**config.mk**
```make
export PLATFORM = sky130hd
export DESIGN_NAME = bsq_sequencer
export DESIGN_NICKNAME = d
export VERILOG_FILES = /design/src/logic/bsq_pkg.sv /design/src/logic/bsq_tick_if.sv /design/src/logic/bsq_pin_sync.sv /design/src/logic/bsq_sequencer.sv /design/src/logic/bsq_timebase.sv
export SDC_FILE = /design/constraint.sdc
export NUM_CORES = 1
export LEC_CHECK = 0
export BUFFER_PORTS_ARGS = -buffer_cell sky130_fd_sc_hd__buf_4
export CAP_MARGIN = 20
export CELL_PAD_IN_SITES_DETAIL_PLACEMENT = 0
export CELL_PAD_IN_SITES_GLOBAL_PLACEMENT = 1
export CORE_AREA = 3 3 161 163
export DETAILED_ROUTE_END_ITERATION = 10
export DIE_AREA = 0 0 164 166
export PLACE_DENSITY_LB_ADDON = 0.3
export SLEW_MARGIN = 40
export SYNTH_ARGS = -nofsm -noshare
export SYNTH_HDL_FRONTEND = slang
export SYNTH_SLANG_ARGS = --single-unit
```
**constraint.sdc**
```tcl
create_clock -name aclk -period 9.23 [get_ports aclk]
set_input_delay 0.923 -clock aclk [delete_from_list [all_inputs] [get_ports aclk]]
set_output_delay 0.923 -clock aclk [all_outputs]
set_load 0.01 [all_outputs]
```
**src/logic/bsq_pkg.sv**
```systemverilog
// package: timing, register map and state encoding for the ballast sequencer
package bsq_pkg;
  // the one internal tick is a sixtieth of a millisecond so every factor divides evenly
  localparam int unsigned CLK_HZ = 250_000_000;
  localparam int unsigned SUB_PER_MS = 60;
  localparam int unsigned SUBTICK_CYC = CLK_HZ / 1000 / SUB_PER_MS;
  localparam int unsigned CW = 18;
  // phase durations in milliseconds, as printed
  localparam int unsigned SOFT_START_MS = 10;
  localparam int unsigned PREHEAT_MAX_MS = 2500;
  localparam int unsigned IGNITION_MS = 237;
  localparam int unsigned PRE_RUN_MS = 625;
  localparam int unsigned RECTIFIER_END_OF_LIFE_MS = 2500;
  localparam int unsigned BUS_UV_MS = 800;
  localparam int unsigned RESTART_MS = 200;
  // the same durations as counts of internal ticks
  localparam logic [CW-1:0] SOFT_START_SUB = CW'(SOFT_START_MS * SUB_PER_MS);
  localparam logic [CW-1:0] PREHEAT_MAX_SUB = CW'(PREHEAT_MAX_MS * SUB_PER_MS);
  localparam logic [CW-1:0] IGNITION_SUB = CW'(IGNITION_MS * SUB_PER_MS);
  localparam logic [CW-1:0] PRE_RUN_SUB = CW'(PRE_RUN_MS * SUB_PER_MS);
  localparam logic [CW-1:0] RECTIFIER_END_OF_LIFE_SUB = CW'(RECTIFIER_END_OF_LIFE_MS * SUB_PER_MS);
  localparam logic [CW-1:0] BUS_UV_SUB = CW'(BUS_UV_MS * SUB_PER_MS);
  localparam logic [CW-1:0] RESTART_SUB = CW'(RESTART_MS * SUB_PER_MS);
  // accelerated test mode factors per timed procedure
  localparam logic [CW-1:0] ACC_PREHEAT = 18'h00004;
  localparam logic [CW-1:0] ACC_IGNITION = 18'h00002;
  localparam logic [CW-1:0] ACC_PRE_RUN = 18'h0000f;
  localparam logic [CW-1:0] ACC_RECTIFIER_END_OF_LIFE = 18'h0003c;
  // register byte offsets
  localparam logic [4:0] REG_CTRL = 5'h00;
  localparam logic [4:0] REG_STATUS = 5'h04;
  localparam logic [4:0] REG_IRQ_STS = 5'h08;
  localparam logic [4:0] REG_IRQ_CLR = 5'h0c;
  localparam logic [4:0] REG_IRQ_EN = 5'h10;
  localparam logic CTRL_RST = 1'b1;
  localparam logic [3:0] IRQ_EN_RST = 4'h0;
  localparam int unsigned NPIN = 31;
  typedef enum logic [3:0] {
    ST_SUPPLY_UNDERVOLTAGE_LOCKOUT_OFF, ST_MONITOR, ST_POWER_UP, ST_START_UP, ST_SOFT_START, ST_PREHEAT,
    ST_IGNITION, ST_PRE_RUN, ST_RUN, ST_BUS_UV, ST_FAULT_WAIT, ST_FAULT_LATCHED
  } bsq_state_t;
endpackage : bsq_pkg

```
**src/logic/bsq_tick_if.sv**
```systemverilog
// interface: internal tick from the timebase to the sequencer
`timescale 1ns/1ps
interface bsq_tick_if;
  logic tick;
  modport src (output tick);
  modport snk (input tick);
endinterface : bsq_tick_if

```
**src/logic/bsq_pin_sync.sv**
```systemverilog
// module: three-stage synchronisers for comparator pins
`timescale 1ns/1ps
module bsq_pin_sync #(
  parameter int unsigned W = 1
) (
  input wire logic aclk,
  input wire logic aresetn,
  input wire logic [W-1:0] pin,
  output logic [W-1:0] level
);
  logic [W-1:0] s1_q, s2_q, s3_q;
  // a change counts only once stages two and three agree; stage one feeds stage two only
  for (genvar i = 0; i < W; i++) begin : g_bit
    always_ff @(posedge aclk) begin
      if (!aresetn) begin
        s1_q[i] <= 1'b0;
        s2_q[i] <= 1'b0;
        s3_q[i] <= 1'b0;
        level[i] <= 1'b0;
      end else begin
        s1_q[i] <= pin[i];
        s2_q[i] <= s1_q[i];
        s3_q[i] <= s2_q[i];
        if (s2_q[i] == s3_q[i]) begin
          level[i] <= s3_q[i];
        end
      end
    end
  end
endmodule : bsq_pin_sync

```
**src/logic/bsq_sequencer.sv**
```systemverilog
// module: ballast start-up sequencer with test modes, fault handling and register slave
// What this block does
// - bus undervoltage over 800 ms forces lockout
// - supply back above lockout: clear timer, full start
// - phases run monitor through run in order
// - preheat time set by config input, 0-2500ms
// - grounded preheat config skips straight to ignition
// - preheat config high holds preheating
// - grounded filament sense skips that check
// - test mode shortens preheat, ignition, pre-run
// - test mode shortens end-of-life delay by 60
// - test mode armed by supply and test levels
// - low-side sense high blocks power up
// - test mode stays latched once armed
// - one restart after 200 ms fault delay
// - fault latch cleared by lamp removal or lockout
// - bus undervoltage timer cleared entering run
// - pre-run lasts 625 ms before run
//
// Added by the designer: register access over AXI4-Lite and the placing of the registers.
`timescale 1ns/1ps
module bsq_sequencer import bsq_pkg::*; #(
  parameter int unsigned TICK_CYC = SUBTICK_CYC
) (
  input wire logic aclk,
  input wire logic aresetn,
  input wire logic supply_above_start,
  input wire logic supply_above_lockout,
  input wire logic bus_under_voltage,
  input wire logic bus_reached_nominal,
  input wire logic preheat_time_cfg_input_gnd,
  input wire logic preheat_time_cfg_input_high,
  input wire logic [11:0] preheat_time_cfg_input_ms,
  input wire logic low_side_filament_sense_gnd,
  input wire logic low_side_filament_sense_high,
  input wire logic low_side_filament_sense_ok,
  input wire logic lamp_volt_sense_single_gnd,
  input wire logic lamp_volt_sense_multi_gnd,
  input wire logic lamp_volt_sense_single_ok,
  input wire logic lamp_volt_sense_multi_ok,
  input wire logic run_frequency_input_test,
  input wire logic preheat_frequency_input_test,
  input wire logic run_frequency_reached,
  input wire logic fault_single_restart,
  input wire logic lamp_removed,
  input wire logic rectifier_end_of_life_cond,
  input wire logic [4:0] s_axi_awaddr,
  input wire logic s_axi_awvalid,
  output logic s_axi_awready,
  input wire logic [31:0] s_axi_wdata,
  input wire logic [3:0] s_axi_wstrb,
  input wire logic s_axi_wvalid,
  output logic s_axi_wready,
  output logic [1:0] s_axi_bresp,
  output logic s_axi_bvalid,
  input wire logic s_axi_bready,
  input wire logic [4:0] s_axi_araddr,
  input wire logic s_axi_arvalid,
  output logic s_axi_arready,
  output logic [31:0] s_axi_rdata,
  output logic [1:0] s_axi_rresp,
  output logic s_axi_rvalid,
  input wire logic s_axi_rready,
  output logic [3:0] mode_q,
  output logic pfc_gate_en_q,
  output logic inverter_gate_en_q,
  output logic supply_undervoltage_lockout_q,
  output logic accel_mode_q,
  output logic irq_q
);
  bsq_tick_if tk ();
  logic [NPIN-1:0] pin_lvl;
  logic vcc_start, vcc_ok, bus_uv, bus_ok, ph_gnd, ph_high, lsf_gnd, lsf_high, lsf_ok;
  logic lvss_gnd, lvsm_gnd, lvss_ok, lvsm_ok, rf_test, ph_test, run_freq, flt_evt, lamp_rm, eol_cond;
  logic [11:0] ph_cfg;
  bsq_state_t st_q, st_d;
  logic [CW-1:0] ph_cnt_q, ph_tgt_q, uv_cnt_q, eol_cnt_q, step;
  logic restart_used_q, skip_ph_q, run_en_q, filaments_ok, fault_now;
  logic [3:0] irq_sts_q, irq_en_q, irq_evt, irq_clr;

  // internal tick shared by every timer
  bsq_timebase #(.TICK_CYC(TICK_CYC)) u_tb (
    .aclk(aclk),
    .aresetn(aresetn),
    .tk(tk.src)
  );

  bsq_pin_sync #(.W(NPIN)) u_sync (
    .aclk(aclk),
    .aresetn(aresetn),
    .pin({preheat_time_cfg_input_ms, rectifier_end_of_life_cond, lamp_removed, fault_single_restart,
          run_frequency_reached, preheat_frequency_input_test, run_frequency_input_test,
          lamp_volt_sense_multi_ok, lamp_volt_sense_single_ok, lamp_volt_sense_multi_gnd,
          lamp_volt_sense_single_gnd, low_side_filament_sense_ok, low_side_filament_sense_high,
          low_side_filament_sense_gnd, preheat_time_cfg_input_high, preheat_time_cfg_input_gnd,
          bus_reached_nominal, bus_under_voltage, supply_above_lockout, supply_above_start}),
    .level(pin_lvl)
  );

  assign {ph_cfg, eol_cond, lamp_rm, flt_evt, run_freq, ph_test, rf_test, lvsm_ok, lvss_ok, lvsm_gnd,
          lvss_gnd, lsf_ok, lsf_high, lsf_gnd, ph_high, ph_gnd, bus_ok, bus_uv, vcc_ok, vcc_start} = pin_lvl;

  // a grounded sense pin disables its filament check; the board grounds an unused lamp path
  assign filaments_ok = (lsf_gnd | lsf_ok) & (lvss_gnd | lvss_ok) & (lvsm_gnd | lvsm_ok);

  // per-phase advance per tick: test mode scales only through the step size
  always_comb begin
    step = 18'h00001;
    if (accel_mode_q) begin
      unique case (st_q)
        ST_PREHEAT: step = ACC_PREHEAT;
        ST_IGNITION: step = ACC_IGNITION;
        ST_PRE_RUN: step = ACC_PRE_RUN;
        default: step = 18'h00001;
      endcase
    end
  end

  // single-restart class faults: ignition timeout, external fault, rectifier end of life
  assign fault_now = flt_evt || (st_q == ST_IGNITION && ph_cnt_q >= IGNITION_SUB)
                     || (st_q == ST_RUN && eol_cnt_q >= RECTIFIER_END_OF_LIFE_SUB);

  // sequencing through the start-up phases
  always_comb begin
    st_d = st_q;
    unique case (st_q)
      ST_SUPPLY_UNDERVOLTAGE_LOCKOUT_OFF: if (!supply_undervoltage_lockout_q && vcc_ok) st_d = ST_MONITOR;
      ST_MONITOR: if (vcc_start && !lsf_high && filaments_ok && run_en_q) st_d = ST_POWER_UP;
      ST_POWER_UP: if (tk.tick) st_d = ST_START_UP;
      ST_START_UP: if (bus_ok) st_d = ST_SOFT_START;
      ST_SOFT_START: begin
        if (ph_cnt_q >= SOFT_START_SUB) begin
          st_d = (ph_gnd || skip_ph_q) ? ST_IGNITION : ST_PREHEAT;
        end
      end
      ST_PREHEAT: if (!ph_high && ph_cnt_q >= ph_tgt_q) st_d = ST_IGNITION;
      ST_IGNITION: if (run_freq) st_d = ST_PRE_RUN;
      ST_PRE_RUN: if (ph_cnt_q >= PRE_RUN_SUB) st_d = ST_RUN;
      ST_RUN: if (bus_uv) st_d = ST_BUS_UV;
      ST_BUS_UV: begin
        if (uv_cnt_q >= BUS_UV_SUB) st_d = ST_SUPPLY_UNDERVOLTAGE_LOCKOUT_OFF;
        else if (!bus_uv && (lvss_ok || lvsm_ok)) st_d = ST_POWER_UP;
      end
      ST_FAULT_WAIT: if (ph_cnt_q >= RESTART_SUB) st_d = ST_POWER_UP;
      ST_FAULT_LATCHED: if (lamp_rm) st_d = ST_MONITOR;
    endcase
    if (fault_now && st_q inside {[ST_POWER_UP:ST_RUN]}) begin
      st_d = restart_used_q ? ST_FAULT_LATCHED : ST_FAULT_WAIT;
    end
    if (!vcc_ok && st_q != ST_SUPPLY_UNDERVOLTAGE_LOCKOUT_OFF) st_d = ST_SUPPLY_UNDERVOLTAGE_LOCKOUT_OFF;
  end

  always_ff @(posedge aclk) begin
    if (!aresetn) st_q <= ST_SUPPLY_UNDERVOLTAGE_LOCKOUT_OFF;
    else st_q <= st_d;
  end

  // phase timer restarts on every state change; preheat target captured during start-up
  always_ff @(posedge aclk) begin
    if (!aresetn) begin
      ph_cnt_q <= '0;
      ph_tgt_q <= '0;
    end else begin
      if (st_d != st_q) ph_cnt_q <= '0;
      else if (tk.tick && ph_cnt_q < PREHEAT_MAX_SUB) ph_cnt_q <= ph_cnt_q + step;
      if (st_q == ST_START_UP) begin
        ph_tgt_q <= (ph_cfg >= 12'(PREHEAT_MAX_MS)) ? PREHEAT_MAX_SUB : CW'(ph_cfg) * CW'(SUB_PER_MS);
      end
    end
  end

  // bus undervoltage duration timer
  always_ff @(posedge aclk) begin
    if (!aresetn) uv_cnt_q <= '0;
    else if ((st_d == ST_RUN && st_q != ST_RUN) || st_q == ST_SUPPLY_UNDERVOLTAGE_LOCKOUT_OFF) uv_cnt_q <= '0;
    else if (st_q == ST_BUS_UV && tk.tick) uv_cnt_q <= uv_cnt_q + 18'h00001;
  end

  // rectifier end-of-life delay, 60 times faster in test mode
  always_ff @(posedge aclk) begin
    if (!aresetn) eol_cnt_q <= '0;
    else if (st_q != ST_RUN || !eol_cond) eol_cnt_q <= '0;
    else if (tk.tick && eol_cnt_q < RECTIFIER_END_OF_LIFE_SUB) eol_cnt_q <= eol_cnt_q + (accel_mode_q ? ACC_RECTIFIER_END_OF_LIFE : 18'h00001);
  end

  // restart bookkeeping: one restart per latch, cleared by lamp removal or lockout
  always_ff @(posedge aclk) begin
    if (!aresetn) begin
      restart_used_q <= 1'b0;
      skip_ph_q <= 1'b0;
    end else begin
      if (st_d == ST_FAULT_WAIT) restart_used_q <= 1'b1;
      else if (lamp_rm || st_q == ST_SUPPLY_UNDERVOLTAGE_LOCKOUT_OFF) restart_used_q <= 1'b0;
      // a short undervoltage restarts without preheat
      if (st_q == ST_BUS_UV && st_d == ST_POWER_UP) skip_ph_q <= 1'b1;
      else if (st_q == ST_RUN || st_q == ST_MONITOR) skip_ph_q <= 1'b0;
    end
  end

  // lockout forcing holds until the supply has really dropped
  always_ff @(posedge aclk) begin
    if (!aresetn) supply_undervoltage_lockout_q <= 1'b0;
    else if (st_q == ST_BUS_UV && st_d == ST_SUPPLY_UNDERVOLTAGE_LOCKOUT_OFF) supply_undervoltage_lockout_q <= 1'b1;
    else if (!vcc_ok) supply_undervoltage_lockout_q <= 1'b0;
  end

  // test mode armed before power up and kept latched after the test levels go
  always_ff @(posedge aclk) begin
    if (!aresetn) accel_mode_q <= 1'b0;
    else if (st_q == ST_MONITOR && vcc_start && rf_test && ph_test) accel_mode_q <= 1'b1;
  end

  // registered outputs follow the next state
  always_ff @(posedge aclk) begin
    if (!aresetn) begin
      mode_q <= 4'h0;
      pfc_gate_en_q <= 1'b0;
      inverter_gate_en_q <= 1'b0;
    end else begin
      mode_q <= 4'(st_d);
      pfc_gate_en_q <= st_d inside {[ST_START_UP:ST_RUN]};
      inverter_gate_en_q <= st_d inside {[ST_SOFT_START:ST_RUN]};
    end
  end

  // interrupt status: run reached, fault latched, long undervoltage, test mode armed
  assign irq_evt = {accel_mode_q == 1'b0 && st_q == ST_MONITOR && vcc_start && rf_test && ph_test,
                    st_q == ST_BUS_UV && st_d == ST_SUPPLY_UNDERVOLTAGE_LOCKOUT_OFF,
                    st_d == ST_FAULT_LATCHED && st_q != ST_FAULT_LATCHED,
                    st_d == ST_RUN && st_q != ST_RUN};

  // ---- register slave; write and read channels are independent
  logic aw_hold_q, w_hold_q, wr_go;
  logic [4:0] aw_addr_q;
  logic [31:0] w_data_q;
  logic [3:0] w_strb_q;
  logic wr_hit, rd_hit;
  logic [31:0] rd_val;

  assign wr_go = aw_hold_q && w_hold_q && !s_axi_bvalid;
  assign wr_hit = aw_addr_q inside {REG_CTRL, REG_IRQ_CLR, REG_IRQ_EN};
  assign irq_clr = (wr_go && aw_addr_q == REG_IRQ_CLR && w_strb_q[0]) ? w_data_q[3:0] : 4'h0;

  // address and data are taken in either order and held until both are present
  always_ff @(posedge aclk) begin
    if (!aresetn) begin
      aw_hold_q <= 1'b0;
      w_hold_q <= 1'b0;
      s_axi_awready <= 1'b0;
      s_axi_wready <= 1'b0;
      aw_addr_q <= 5'h00;
      w_data_q <= 32'h0000_0000;
      w_strb_q <= 4'h0;
    end else begin
      if (s_axi_awvalid && s_axi_awready) begin
        aw_hold_q <= 1'b1;
        aw_addr_q <= s_axi_awaddr;
      end else if (wr_go) aw_hold_q <= 1'b0;
      if (s_axi_wvalid && s_axi_wready) begin
        w_hold_q <= 1'b1;
        w_data_q <= s_axi_wdata;
        w_strb_q <= s_axi_wstrb;
      end else if (wr_go) w_hold_q <= 1'b0;
      s_axi_awready <= !((aw_hold_q && !wr_go) || (s_axi_awvalid && s_axi_awready));
      s_axi_wready <= !((w_hold_q && !wr_go) || (s_axi_wvalid && s_axi_wready));
    end
  end

  // write response; unmapped or read-only offsets answer slave error
  always_ff @(posedge aclk) begin
    if (!aresetn) begin
      s_axi_bvalid <= 1'b0;
      s_axi_bresp <= 2'b00;
    end else if (wr_go) begin
      s_axi_bvalid <= 1'b1;
      s_axi_bresp <= wr_hit ? 2'b00 : 2'b10;
    end else if (s_axi_bready) s_axi_bvalid <= 1'b0;
  end

  // control and enable registers; only byte lane 0 carries fields
  always_ff @(posedge aclk) begin
    if (!aresetn) begin
      run_en_q <= CTRL_RST;
      irq_en_q <= IRQ_EN_RST;
    end else if (wr_go && w_strb_q[0]) begin
      if (aw_addr_q == REG_CTRL) run_en_q <= w_data_q[0];
      if (aw_addr_q == REG_IRQ_EN) irq_en_q <= w_data_q[3:0];
    end
  end

  // sticky status: a new event wins over a clear in the same cycle
  always_ff @(posedge aclk) begin
    if (!aresetn) begin
      irq_sts_q <= 4'h0;
      irq_q <= 1'b0;
    end else begin
      irq_sts_q <= (irq_sts_q & ~irq_clr) | irq_evt;
      irq_q <= |(((irq_sts_q & ~irq_clr) | irq_evt) & irq_en_q);
    end
  end

  always_comb begin
    rd_hit = 1'b1;
    rd_val = 32'h0000_0000;
    unique case (s_axi_araddr)
      REG_CTRL: rd_val = {31'h0, run_en_q};
      REG_STATUS: rd_val = {24'h0, supply_undervoltage_lockout_q, skip_ph_q, restart_used_q,
                            accel_mode_q, 4'(st_q)};
      REG_IRQ_STS: rd_val = {28'h0, irq_sts_q};
      REG_IRQ_CLR: rd_val = 32'h0000_0000;
      REG_IRQ_EN: rd_val = {28'h0, irq_en_q};
      default: rd_hit = 1'b0;
    endcase
  end

  // one read at a time; data answered the cycle after the address is taken
  always_ff @(posedge aclk) begin
    if (!aresetn) begin
      s_axi_arready <= 1'b0;
      s_axi_rvalid <= 1'b0;
      s_axi_rdata <= 32'h0000_0000;
      s_axi_rresp <= 2'b00;
    end else begin
      if (s_axi_arvalid && s_axi_arready) begin
        s_axi_rvalid <= 1'b1;
        s_axi_rdata <= rd_val;
        s_axi_rresp <= rd_hit ? 2'b00 : 2'b10;
      end else if (s_axi_rready) s_axi_rvalid <= 1'b0;
      s_axi_arready <= !((s_axi_arvalid && s_axi_arready) || (s_axi_rvalid && !s_axi_rready));
    end
  end

  // ---- checks
  bus_uv_force_a: assert property (@(posedge aclk) disable iff (!aresetn)
    st_q == ST_BUS_UV && uv_cnt_q >= BUS_UV_SUB && vcc_ok |=> st_q == ST_SUPPLY_UNDERVOLTAGE_LOCKOUT_OFF ##0 supply_undervoltage_lockout_q)
    else $error("long bus undervoltage did not force lockout");
  uv_timer_clear_a: assert property (@(posedge aclk) disable iff (!aresetn)
    $rose(st_q == ST_RUN) |-> uv_cnt_q == '0) else $error("undervoltage timer not cleared in run");
  skip_preheat_a: assert property (@(posedge aclk) disable iff (!aresetn)
    st_q == ST_SOFT_START && ph_gnd |=> st_q != ST_PREHEAT) else $error("preheat entered with grounded config");
  preheat_hold_a: assert property (@(posedge aclk) disable iff (!aresetn)
    st_q == ST_PREHEAT && ph_high && vcc_ok && !flt_evt |=> st_q == ST_PREHEAT) else $error("preheat left while held");
  prerun_len_a: assert property (@(posedge aclk) disable iff (!aresetn)
    $rose(st_q == ST_RUN) |-> $past(st_q) == ST_PRE_RUN && $past(ph_cnt_q) >= PRE_RUN_SUB)
    else $error("run entered without full pre-run");
  no_power_up_a: assert property (@(posedge aclk) disable iff (!aresetn)
    st_q == ST_MONITOR && lsf_high |=> st_q != ST_POWER_UP) else $error("powered up with low-side sense high");
  accel_arm_a: assert property (@(posedge aclk) disable iff (!aresetn)
    st_q == ST_MONITOR && vcc_start && rf_test && ph_test |=> accel_mode_q) else $error("test mode not armed");
  accel_latch_a: assert property (@(posedge aclk) disable iff (!aresetn)
    accel_mode_q |=> accel_mode_q [*4]) else $error("test mode dropped");
  accel_step_a: assert property (@(posedge aclk) disable iff (!aresetn)
    accel_mode_q && st_q == ST_PRE_RUN && st_d == ST_PRE_RUN && tk.tick |=> ph_cnt_q == $past(ph_cnt_q) + ACC_PRE_RUN)
    else $error("pre-run not accelerated");
  one_restart_a: assert property (@(posedge aclk) disable iff (!aresetn)
    $rose(st_q == ST_FAULT_WAIT) |-> !$past(restart_used_q) ##1 restart_used_q) else $error("second restart");
  fault_clear_a: assert property (@(posedge aclk) disable iff (!aresetn)
    st_q == ST_FAULT_LATCHED && lamp_rm && vcc_ok |=> st_q == ST_MONITOR) else $error("fault latch not cleared");
  reach_run_c: cover property (@(posedge aclk) disable iff (!aresetn) $rose(st_q == ST_RUN));
  long_uv_c: cover property (@(posedge aclk) disable iff (!aresetn) $rose(supply_undervoltage_lockout_q));
  latched_c: cover property (@(posedge aclk) disable iff (!aresetn) $rose(st_q == ST_FAULT_LATCHED));
  accel_run_c: cover property (@(posedge aclk) disable iff (!aresetn) accel_mode_q && st_q == ST_RUN);
endmodule : bsq_sequencer

```
**src/logic/bsq_timebase.sv**
```systemverilog
// module: divider producing the one internal tick
`timescale 1ns/1ps
module bsq_timebase import bsq_pkg::*; #(
  parameter int unsigned TICK_CYC = SUBTICK_CYC
) (
  input wire logic aclk,
  input wire logic aresetn,
  bsq_tick_if.src tk
);
  logic [15:0] div_q;
  // one-cycle pulse every TICK_CYC clocks
  always_ff @(posedge aclk) begin
    if (!aresetn) begin
      div_q <= 16'h0000;
      tk.tick <= 1'b0;
    end else begin
      tk.tick <= (div_q == 16'(TICK_CYC - 1));
      div_q <= (div_q == 16'(TICK_CYC - 1)) ? 16'h0000 : div_q + 16'h0001;
    end
  end
endmodule : bsq_timebase

```
### Yosys cells after proc, flatten, opt, wreduce, memory -nomap -nowiden

Cells that the tools add are included.

* register bits after elaboration: 286
* bits of input ports: 84
* output and inout port bits: 50
* logic and storage cells: 363

* bitwise gates (word level): 11
* add/sub/neg operators: 4
* equal/unequal tests: 57
* order comparisons: 15
* multiplexer cells: 40
* $mul: 1
* reduce and logical (&&, ||, !) cells: 81

Operators with widths (count)
* two-way mux 4 bit: 17
* case mux 4 bit (12 select lines): 1
* logical AND 1 bit: 38
* >= comparator 18 x 14 -> 1 bit, second input constant: 2
* >= comparator 18 x 16 -> 1 bit, second input constant: 2
* less-than comparator 18 bit, second input constant: 2
* case mux 8 bit (4 select lines): 1
* equality test 1 bit: 31
* equality test 4 bit, second input constant: 7
* adder 18 x 1 -> 18 bit, second input constant: 1
* adder 18 bit: 1
* adder 18 x 6 -> 18 bit: 1
* >= comparator 18 x 10 -> 1 bit, second input constant: 1
* >= comparator 18 bit: 1
* >= comparator 18 bit, second input constant: 1
* two-way mux 18 bit: 1
* adder 16 x 1 -> 16 bit, second input constant: 1
* equality test 16 x 13 -> 1 bit, second input constant: 1
* equality test 4 x 3 -> 1 bit, second input constant: 4
* multiplier 12 x 4 -> 16 bit, second input constant: 1
* equality test 5 x 4 -> 1 bit, second input constant: 3
* two-way mux 1 bit: 15
* equality test 4 x 2 -> 1 bit, second input constant: 3
* >= comparator 12 bit, second input constant: 1
* other kinds (29): 72

### Longest topological paths before layout

Gate-level depths: netlist of run 1.

* word-level depth: 14
* gate-level depth with buffers: 15
* mapped depth without buffers: 14

### Modules after synthesis

Synthesis of run 1 repeated with hierarchy kept, for this count alone.

* cells, all modules: 1288
* area total of the unflattened synthesis: 12308.1 um^2

Modules (own cells, without submodules)
* bsq_sequencer: area each 7723.7 um^2, seq. area each 2342.2 um^2, cells an instance 880, instances 1
* bsq_pin_sync: area each 3756.1 um^2, seq. area each 2482.4 um^2, cells an instance 323, instances 1
* bsq_timebase: area each 828.3 um^2, seq. area each 340.3 um^2, cells an instance 85, instances 1

### Worst setup path after synthesis of run 1

No wires, ideal clock.

* path type: flip-flop to flip-flop
* from: reg u_sync.level[21]
* to: reg ph_tgt_q[16]
* arrival time: 3.203 ns
* setup time: 0.122 ns
* slack: 5.905 ns
* path buffers: 0
* clock period less this slack: 3.325 ns
* required time: 9.108 ns
* stages on the path, launching flop included: 13
* cells stage by stage: dfxtp_1 > fa_1 > fa_1 > fa_1 > a21o_1 > a21oi_1 > o21bai_1 > a21o_1 > a21oi_1 > o211ai_1 > nand2_1 > nor4b_1 > a311o_1

* word-level cells in the longest chain between the ends: 2
* elaborated cells between the ends (all ways): 3
* those cells by class: mul (1); order compare (1); mux (1)

RTL lines
* start, declared: RTL line bsq_pin_sync.sv:9 `output logic [W-1:0] level`
* start signal, assigned by index: RTL line bsq_pin_sync.sv:25 `level[i] <= s3_q[i];`
* multiplier 12 x 4 -> 16 bit / >= comparator 12 bit (equally long branches): RTL line bsq_sequencer.sv:167 `ph_tgt_q <= (ph_cfg >= 12'(PREHEAT_MAX_MS)) ? PREHEAT_MAX_SUB : CW'(ph_cfg) * CW'(SUB_PER_MS);`
* two-way mux 18 bit *: RTL line bsq_sequencer.sv:167
* end signal, assigned: RTL line bsq_sequencer.sv:167
* end, declared: RTL line bsq_sequencer.sv:77 `logic [CW-1:0] ph_cnt_q, ph_tgt_q, uv_cnt_q, eol_cnt_q, step;`

Mark *: on every way between the ends. The rest lies on a longest branch, timed or not.
A chain may end at the register's enable or synchronous reset.

==> impl_metrics.py, run 1 <==
metrics = {
    "outcome": {
        "outcome": "finished clean",
    },
    "die": {
        "rows": 57,
        "fp.dieH_um": 166,
        "dieArea_um2": 27200,
        "core_area_um2": 24500,
        "start_util": 0.493,
        "ios": 134,
        "die_x_um": 164,
    },
    "synthesis": {
        "synth-seq-cells": 258,
        "synth_top_area_cell": "dfxtp_1",
        "yosysMostFrequentCell": "dfxtp_1",
        "synth_ff_type": "dfxtp_1",
        "syn-cell-area_um2": 12100,
        "synth_area_leaders": "dfxtp_1 (43%), ha_1 (6.3%), and2_1 (5.2%), a21oi_1 (4.0%), nor2_1 (4.0%)",
        "syn_inst": 1316,
        "synth_top_area_frac": 0.428,
        "ys.warnings.count": 0,
        "synthTopCellsByCount": "dfxtp_1 (258), nor2_1 (128), nand2_1 (104)",
        "avgSynthCellArea_um2": 9.17,
        "ys_seq_area_frac": 0.428,
        "synthDistinctLibCells": 85,
        "synth-edff-count": 0,
        "synth-async-reset-ratio": 0,
    },
    "min_path": {
        "hp-class": "reg2reg",
    },
    "routing": {
        "avgRoutedWirePerCell_um": 13.9,
        "drc": 0,
        "vias": 8917,
        "drt_wl_total_um": 24100,
        "antenna_left": 0,
        "drtPass1Iterations": 5,
        "drt-vias-per-instance": 5.16,
        "drt-initial-drc-count": 606,
    },
    "layout": {
        "fin_cells": 1728,
        "nNetsFinal": 1550,
        "fillCellCount": 2210,
        "diodes": 0,
        "post-route-util": 0.562,
        "multi_input_area_um2": 6370,
        "area_delta_synth_final_pct": 13.9,
        "regArea_um2": 5170,
        "fin_area_um2": 13700,
        "final_layout_size_suffix_gt1_frac": 0.125,
    },
    "worst_setup_path": {
        "worst_setup_path_end_kind": "register",
        "start_kind": "register",
        "path_cells": "inv_1 -> ha_1 -> inv_1 -> or3_1 -> nor2_1 -> a2111oi_1 -> a21o_2 -> nand3_2 -> or4_4 -> o211ai_4 -> nor2_1",
        "critPathMaxFanout": 18,
        "crit_arrival_ns": 4.39,
        "max_stage_delay_ns": 0.59,
        "path_class": "reg2reg",
        "r2r_slack_ns": 5.23,
        "critical_path_required_ns": 9.62,
        "cp_slowest_cell": "or4_4",
    },
    "clock_tree": {
        "cts_root_buf": "clkbuf_16",
        "worstSkewPairLatency_ns": 0.54,
        "clk_pin_slew_ns": 0.06,
        "cts_tree": "yes",
        "cts_max_path_buffers": 3,
        "cts_resized": 0,
        "post_cts.repair.setup_buffers": 0,
        "hold_buffers": 0,
        "htreeDepth": 1,
        "cts_sinks": 258,
        "cts_buffers": 27,
    },
    "global_route": {
        "grt_pass1_wl_um": 40800,
        "grt_max_degree": 87,
        "antenna_found_initial": 0,
        "gr-total-overflow": 0,
        "grt_pass1_vias": 8411,
        "track_usage": 0.176,
    },
    "sta": {
        "setup-tns-final_ns": 0,
        "worst_pin_slew_ns": 0.751,
        "slew_violations": 0,
        "finalHoldViolations": 0,
        "setup_viol": 0,
        "max_slew_margin": 0.496,
        "finClkSkew_ns": 0.0218,
        "clock.fmax_ghz": 0.250,
        "hold_ws_ns": 0.431,
        "fin_crit_ns": 4.00,
        "grt_setup_unrepaired": "no",
        "period_share": 0.433,
    },
    "placement": {
        "dpl.hpwl_um": 17000,
        "place.gp.congestion": 0.863,
        "port_buffers": 76,
        "place_inst": 1677,
        "dpl_cell_area_um2": 12800,
    },
    "power": {
        "ir_drop_mv": 0.136,
        "power_density_nw_per_um2": 193,
        "power.leakage_nw": 5.46,
    },
    "job": {
        "maxCapViolCount": 0,
    },
}
[kinds of logic after synthesis]
kind of cell / Yosys count / share of synthesized area
buffers and inverters: 127 / 0.0538
multiplexers: 11 / 0.00933
adder cells (fa/ha/maj): 83 / 0.0998
XOR/XNOR: 72 / 0.0523
AND/OR/NAND/NOR: 512 / 0.221
other: 1 / 0.000311
flip-flops: 258 / 0.428
AO/OA/AOI/OAI: 252 / 0.136
[registers in the layout (all words and copies together) (netlist names), 4 cells and up]
| register | flops |
|---|---|
| u_sync.level | 31 |
| u_sync.s1_q | 31 |
| u_sync.s2_q | 31 |
| u_sync.s3_q | 31 |
| eol_cnt_q | 18 |
| ph_cnt_q | 18 |
| uv_cnt_q | 18 |
| ph_tgt_q | 16 |
| u_tb.div_q | 16 |
| s_axi_rdata | 8 |
| aw_addr_q | 5 |
| irq_en_q | 4 |
| irq_sts_q | 4 |
| mode_q | 4 |
| w_data_q | 4 |
[layout make-up]
type,count,area share
multi-input cells,956,0.463
flip-flops and latches,258,0.376
clock buffers,34,0.0533
repair buffers,81,0.0446
well taps,324,0.0295
clock inverters,16,0.0169
inverters,59,0.0161
[power breakdown]
group	leakage (nW)	switching (mW)	internal (mW)
Sequential	2.10	0.0254	1.14
Clock	0.456	0.454	0.706
Combinational	2.91	0.190	0.127
[cells in the final DEF, fill, tap and decap left out, types with 6 or more instances in the layout]
cell and n:
nor3_1 15, xnor2_1 40, nor4_1 6, nand2b_1 6, a21boi_0 8, clkbuf_16 27, a31oi_1 12, conb_1 26
nor3b_1 6, buf_4 78, a221oi_1 9, and3_1 16, o211ai_1 10, fa_1 22, nand3_1 53, mux2i_1 9
nor4b_1 6, and2_1 101, nand3b_1 7, nand2_1 104, o21ai_0 49, nor2_2 12, xor2_1 32, dfxtp_1 257
inv_1 58, a22oi_1 7, ha_1 61, a21o_1 8, nand4_1 15, a21oi_1 96, o21a_1 6, nor2_1 128
[worst max-delay path, delay by kind of cell (launching register included)]
kind                     cells  cell delay, ns
buffers and inverters        2            0.40
flip-flops                   1            0.58
adder cells (fa/ha/maj)      1            0.33
AO/OA/AOI/OAI                3            1.38
AND/OR/NAND/NOR              5            1.15
[per-layer routing]
layer  vias to the layer above  part of all wire  GRT usage
li1                       4601                 -          -
met1                      4135              0.49      0.255
met2                       151              0.45      0.280
met3                        30             0.046     0.0269
met4                         0             0.014     0.0338
met5                         -                 0          0
[through the flow]
step	setup slack, ns	power, mW
floorplan	5.91	1.43
global placement	5.04	1.50
CTS	5.22	2.68
finish	5.23	2.65
global route	4.95	2.76
detailed placement	5.24	1.51
[path summary, 6_finish.rpt]
kind,startpoint,end,cells after the start
hold / removal,u_sync.s1_q[13],u_sync.s2_q[13],1
setup reg to reg,mode_q[3],uv_cnt_q[4],11
setup / recovery,mode_q[3],uv_cnt_q[4],11
hold reg to reg,u_sync.s1_q[13],u_sync.s2_q[13],1
No activity file was read; power rests on OpenSTA's default activity.
==> run 2: changes to the inputs <==
--- a/config.mk
+++ b/config.mk
@@ -9,9 +9,9 @@
 export CAP_MARGIN = 20
 export CELL_PAD_IN_SITES_DETAIL_PLACEMENT = 0
 export CELL_PAD_IN_SITES_GLOBAL_PLACEMENT = 1
-export CORE_AREA = 3 3 161 163
+export CORE_AREA = 3 3 168 170
 export DETAILED_ROUTE_END_ITERATION = 10
-export DIE_AREA = 0 0 164 166
+export DIE_AREA = 0 0 171 173
 export PLACE_DENSITY_LB_ADDON = 0.3
 export SLEW_MARGIN = 40
 export SYNTH_ARGS = -nofsm -noshare
==> constraint.sdc (replaced) <==
create_clock -name aclk -period 3.8 [get_ports aclk]
set_input_delay 0.38 -clock aclk [delete_from_list [all_inputs] [get_ports aclk]]
set_output_delay 0.38 -clock aclk [all_outputs]
set_load 0.01 [all_outputs]
==> run 2 against run 1 <==
Effect of this change:
- final area rose by 1.4%
- sequential share of layout area fell by 0.51 points
- core utilization fell by 4.3 points
- clock power rose to 2.5 times the previous value
- power rose by 150%
- setup slack got worse by 4.9 ns
- hold slack got worse by 0.40 ns
- flip-flop and latch count did not move
- critical path type unchanged
- via count rose by 0.64%
==> impl_metrics.py, run 2 (same netlist as run 1, synthesis figures left out) <==
metrics = {
    "outcome": {
        "outcome": "finished clean",
    },
    "clock_tree": {
        "cts_buffers": 28,
        "hold_buffers": 0,
        "worstSkewPairLatency_ns": 0.56,
        "cts_sinks": 258,
        "cts_root_buf": "clkbuf_16",
        "cts_tree": "yes",
        "cts_resized": 0,
        "cts_max_path_buffers": 3,
        "clk_pin_slew_ns": 0.06,
        "post_cts.repair.setup_buffers": 0,
        "htreeDepth": 1,
    },
    "placement": {
        "dpl_cell_area_um2": 12900,
        "pre_cts_ws_ns": 0.185,
        "port_buffers": 76,
        "dpl.hpwl_um": 17500,
        "place.gp.congestion": 0.885,
    },
    "sta": {
        "setup_slack_ns": 0.282,
        "hold_ws_ns": 0.0264,
        "finClkSkew_ns": 0.0182,
        "period_share": 0.926,
        "worst_pin_slew_ns": 0.735,
        "max_slew_margin": 0.508,
        "grt_setup_unrepaired": "no",
        "clock.fmax_ghz": 0.284,
        "fin_crit_ns": 3.52,
        "setup-tns-final_ns": 0,
        "slew_violations": 0,
        "setup_viol": 0,
        "finalHoldViolations": 0,
    },
    "layout": {
        "final_layout_size_suffix_gt1_frac": 0.132,
        "fin_area_um2": 13900,
        "nNetsFinal": 1564,
        "fillCellCount": 2509,
        "diodes": 0,
        "multi_input_area_um2": 6350,
        "regArea_um2": 5170,
        "final_cell_mix": "dfxtp_1 (257), nor2_1 (128), nand2_1 (104), and2_1 (101), a21oi_1 (96)",
        "mostFrequentLayoutCell": "dfxtp_1",
        "area_delta_synth_final_pct": 15.4,
    },
    "routing": {
        "drtPass1Iterations": 5,
        "drc": 0,
        "vias": 8974,
        "avgRoutedWirePerCell_um": 13.9,
        "drt-initial-drc-count": 565,
        "antenna_left": 0,
        "drt-vias-per-instance": 5.10,
        "drt_wl_total_um": 24500,
    },
    "worst_setup_path": {
        "rr_endpoint": "ph_tgt_q[16]",
        "crit-reg2reg-launch": "u_sync.level[20]",
        "critPathCapture": "ph_tgt_q[16]",
        "critical_path_required_ns": 4.24,
        "crit_arrival_ns": 3.96,
        "cp_slowest_cell": "fa_1",
        "critPathMaxFanout": 6,
        "crit_top_cell": "fa_1",
        "start_kind": "register",
        "path_class": "reg2reg",
        "r2r_cells": 12,
        "max_stage_delay_ns": 0.50,
        "r2r_slack_ns": 0.28,
        "path_cells": "fa_1 -> fa_1 -> fa_1 -> a21o_1 -> a21oi_1 -> o21bai_1 -> a21o_1 -> a21oi_1 -> o211ai_1 -> nand2_1 -> nor4b_1 -> a311o_1",
        "crit_start": "u_sync.level[20]",
        "worst_setup_path_end_kind": "register",
    },
    "power": {
        "power_density_nw_per_um2": 472,
        "power.leakage_nw": 5.58,
        "ir_drop_mv": 0.361,
    },
    "global_route": {
        "grt_max_degree": 101,
        "grt_pass1_vias": 8470,
        "grt_pass1_wl_um": 41400,
        "track_usage": 0.164,
        "gr-total-overflow": 0,
        "antenna_found_initial": 0,
    },
    "die": {
        "rows": 60,
        "core_area_um2": 26900,
        "die_x_um": 171,
        "start_util": 0.449,
        "ios": 134,
        "fp.dieH_um": 173,
        "dieArea_um2": 29600,
    },
    "job": {
        "maxCapViolCount": 0,
    },
    "min_path": {
        "hp-class": "in2reg",
    },
}
==> run 2: metal layers <==
metal  vias up  wire [µm]  track usage
li1       4618          -            -
met1      4147      12200        0.239
met2       165      10800        0.256
met3        44        842       0.0229
met4         0        568       0.0392
met5         -          0            0
==> run 2: cell type report <==
type,count,area share
tap,341,0.0306
sequential,258,0.371
inverter,59,0.0159
clock buffer,40,0.0579
timing repair buffer,94,0.0525
clock inverter,12,0.0158
multi-input combinational,956,0.456
==> run 2: worst min-delay path by stage <==
stage                                      start         endpoint  cells past startpoint
floorplan                         u_sync.s1_q[0]   u_sync.s2_q[0]                      1
global placement                 u_sync.s1_q[29]  u_sync.s2_q[29]                      1
detailed placement               u_sync.s1_q[10]  u_sync.s2_q[10]                      1
CTS                 preheat_time_cfg_input_ms[5]  u_sync.s1_q[24]                      2
global route         low_side_filament_sense_gnd   u_sync.s1_q[6]                      2
finish               low_side_filament_sense_gnd   u_sync.s1_q[6]                      2
==> run 2: power by group <==
| part | internal, mW | switching (mW) |
|---|---|---|
| sequential | 2.78 | 0.0540 |
| combinational | 0.331 | 0.468 |
| clock | 1.83 | 1.11 |
| total | 4.93 | 1.63 |
==> run 2: per-stage QoR <==
| step | total power, mW | instances | utilization |
|---|---|---|---|
| 2_1_floorplan | 3.47 | 1341 | - |
| 3_3_place_gp | 3.69 | 1708 | 0.480 |
| 3_5_place_dp | 3.69 | 1708 | 0.480 |
| 4_1_cts | 6.65 | 1760 | 0.518 |
| 5_1_grt | 6.85 | 1760 | 0.518 |
| 6_report | 6.57 | 1760 | 0.518 |
==> run 2: worst max-delay path: cells and delay by family, from the launching register on <==
| kind | cells | cell delay [ns] |
|---|---|---|
| adder cells (fa/ha/maj) | 3 | 1.42 |
| AO/OA/AOI/OAI | 7 | 1.37 |
| flip-flops | 1 | 0.46 |
| AND/OR/NAND/NOR | 2 | 0.16 |
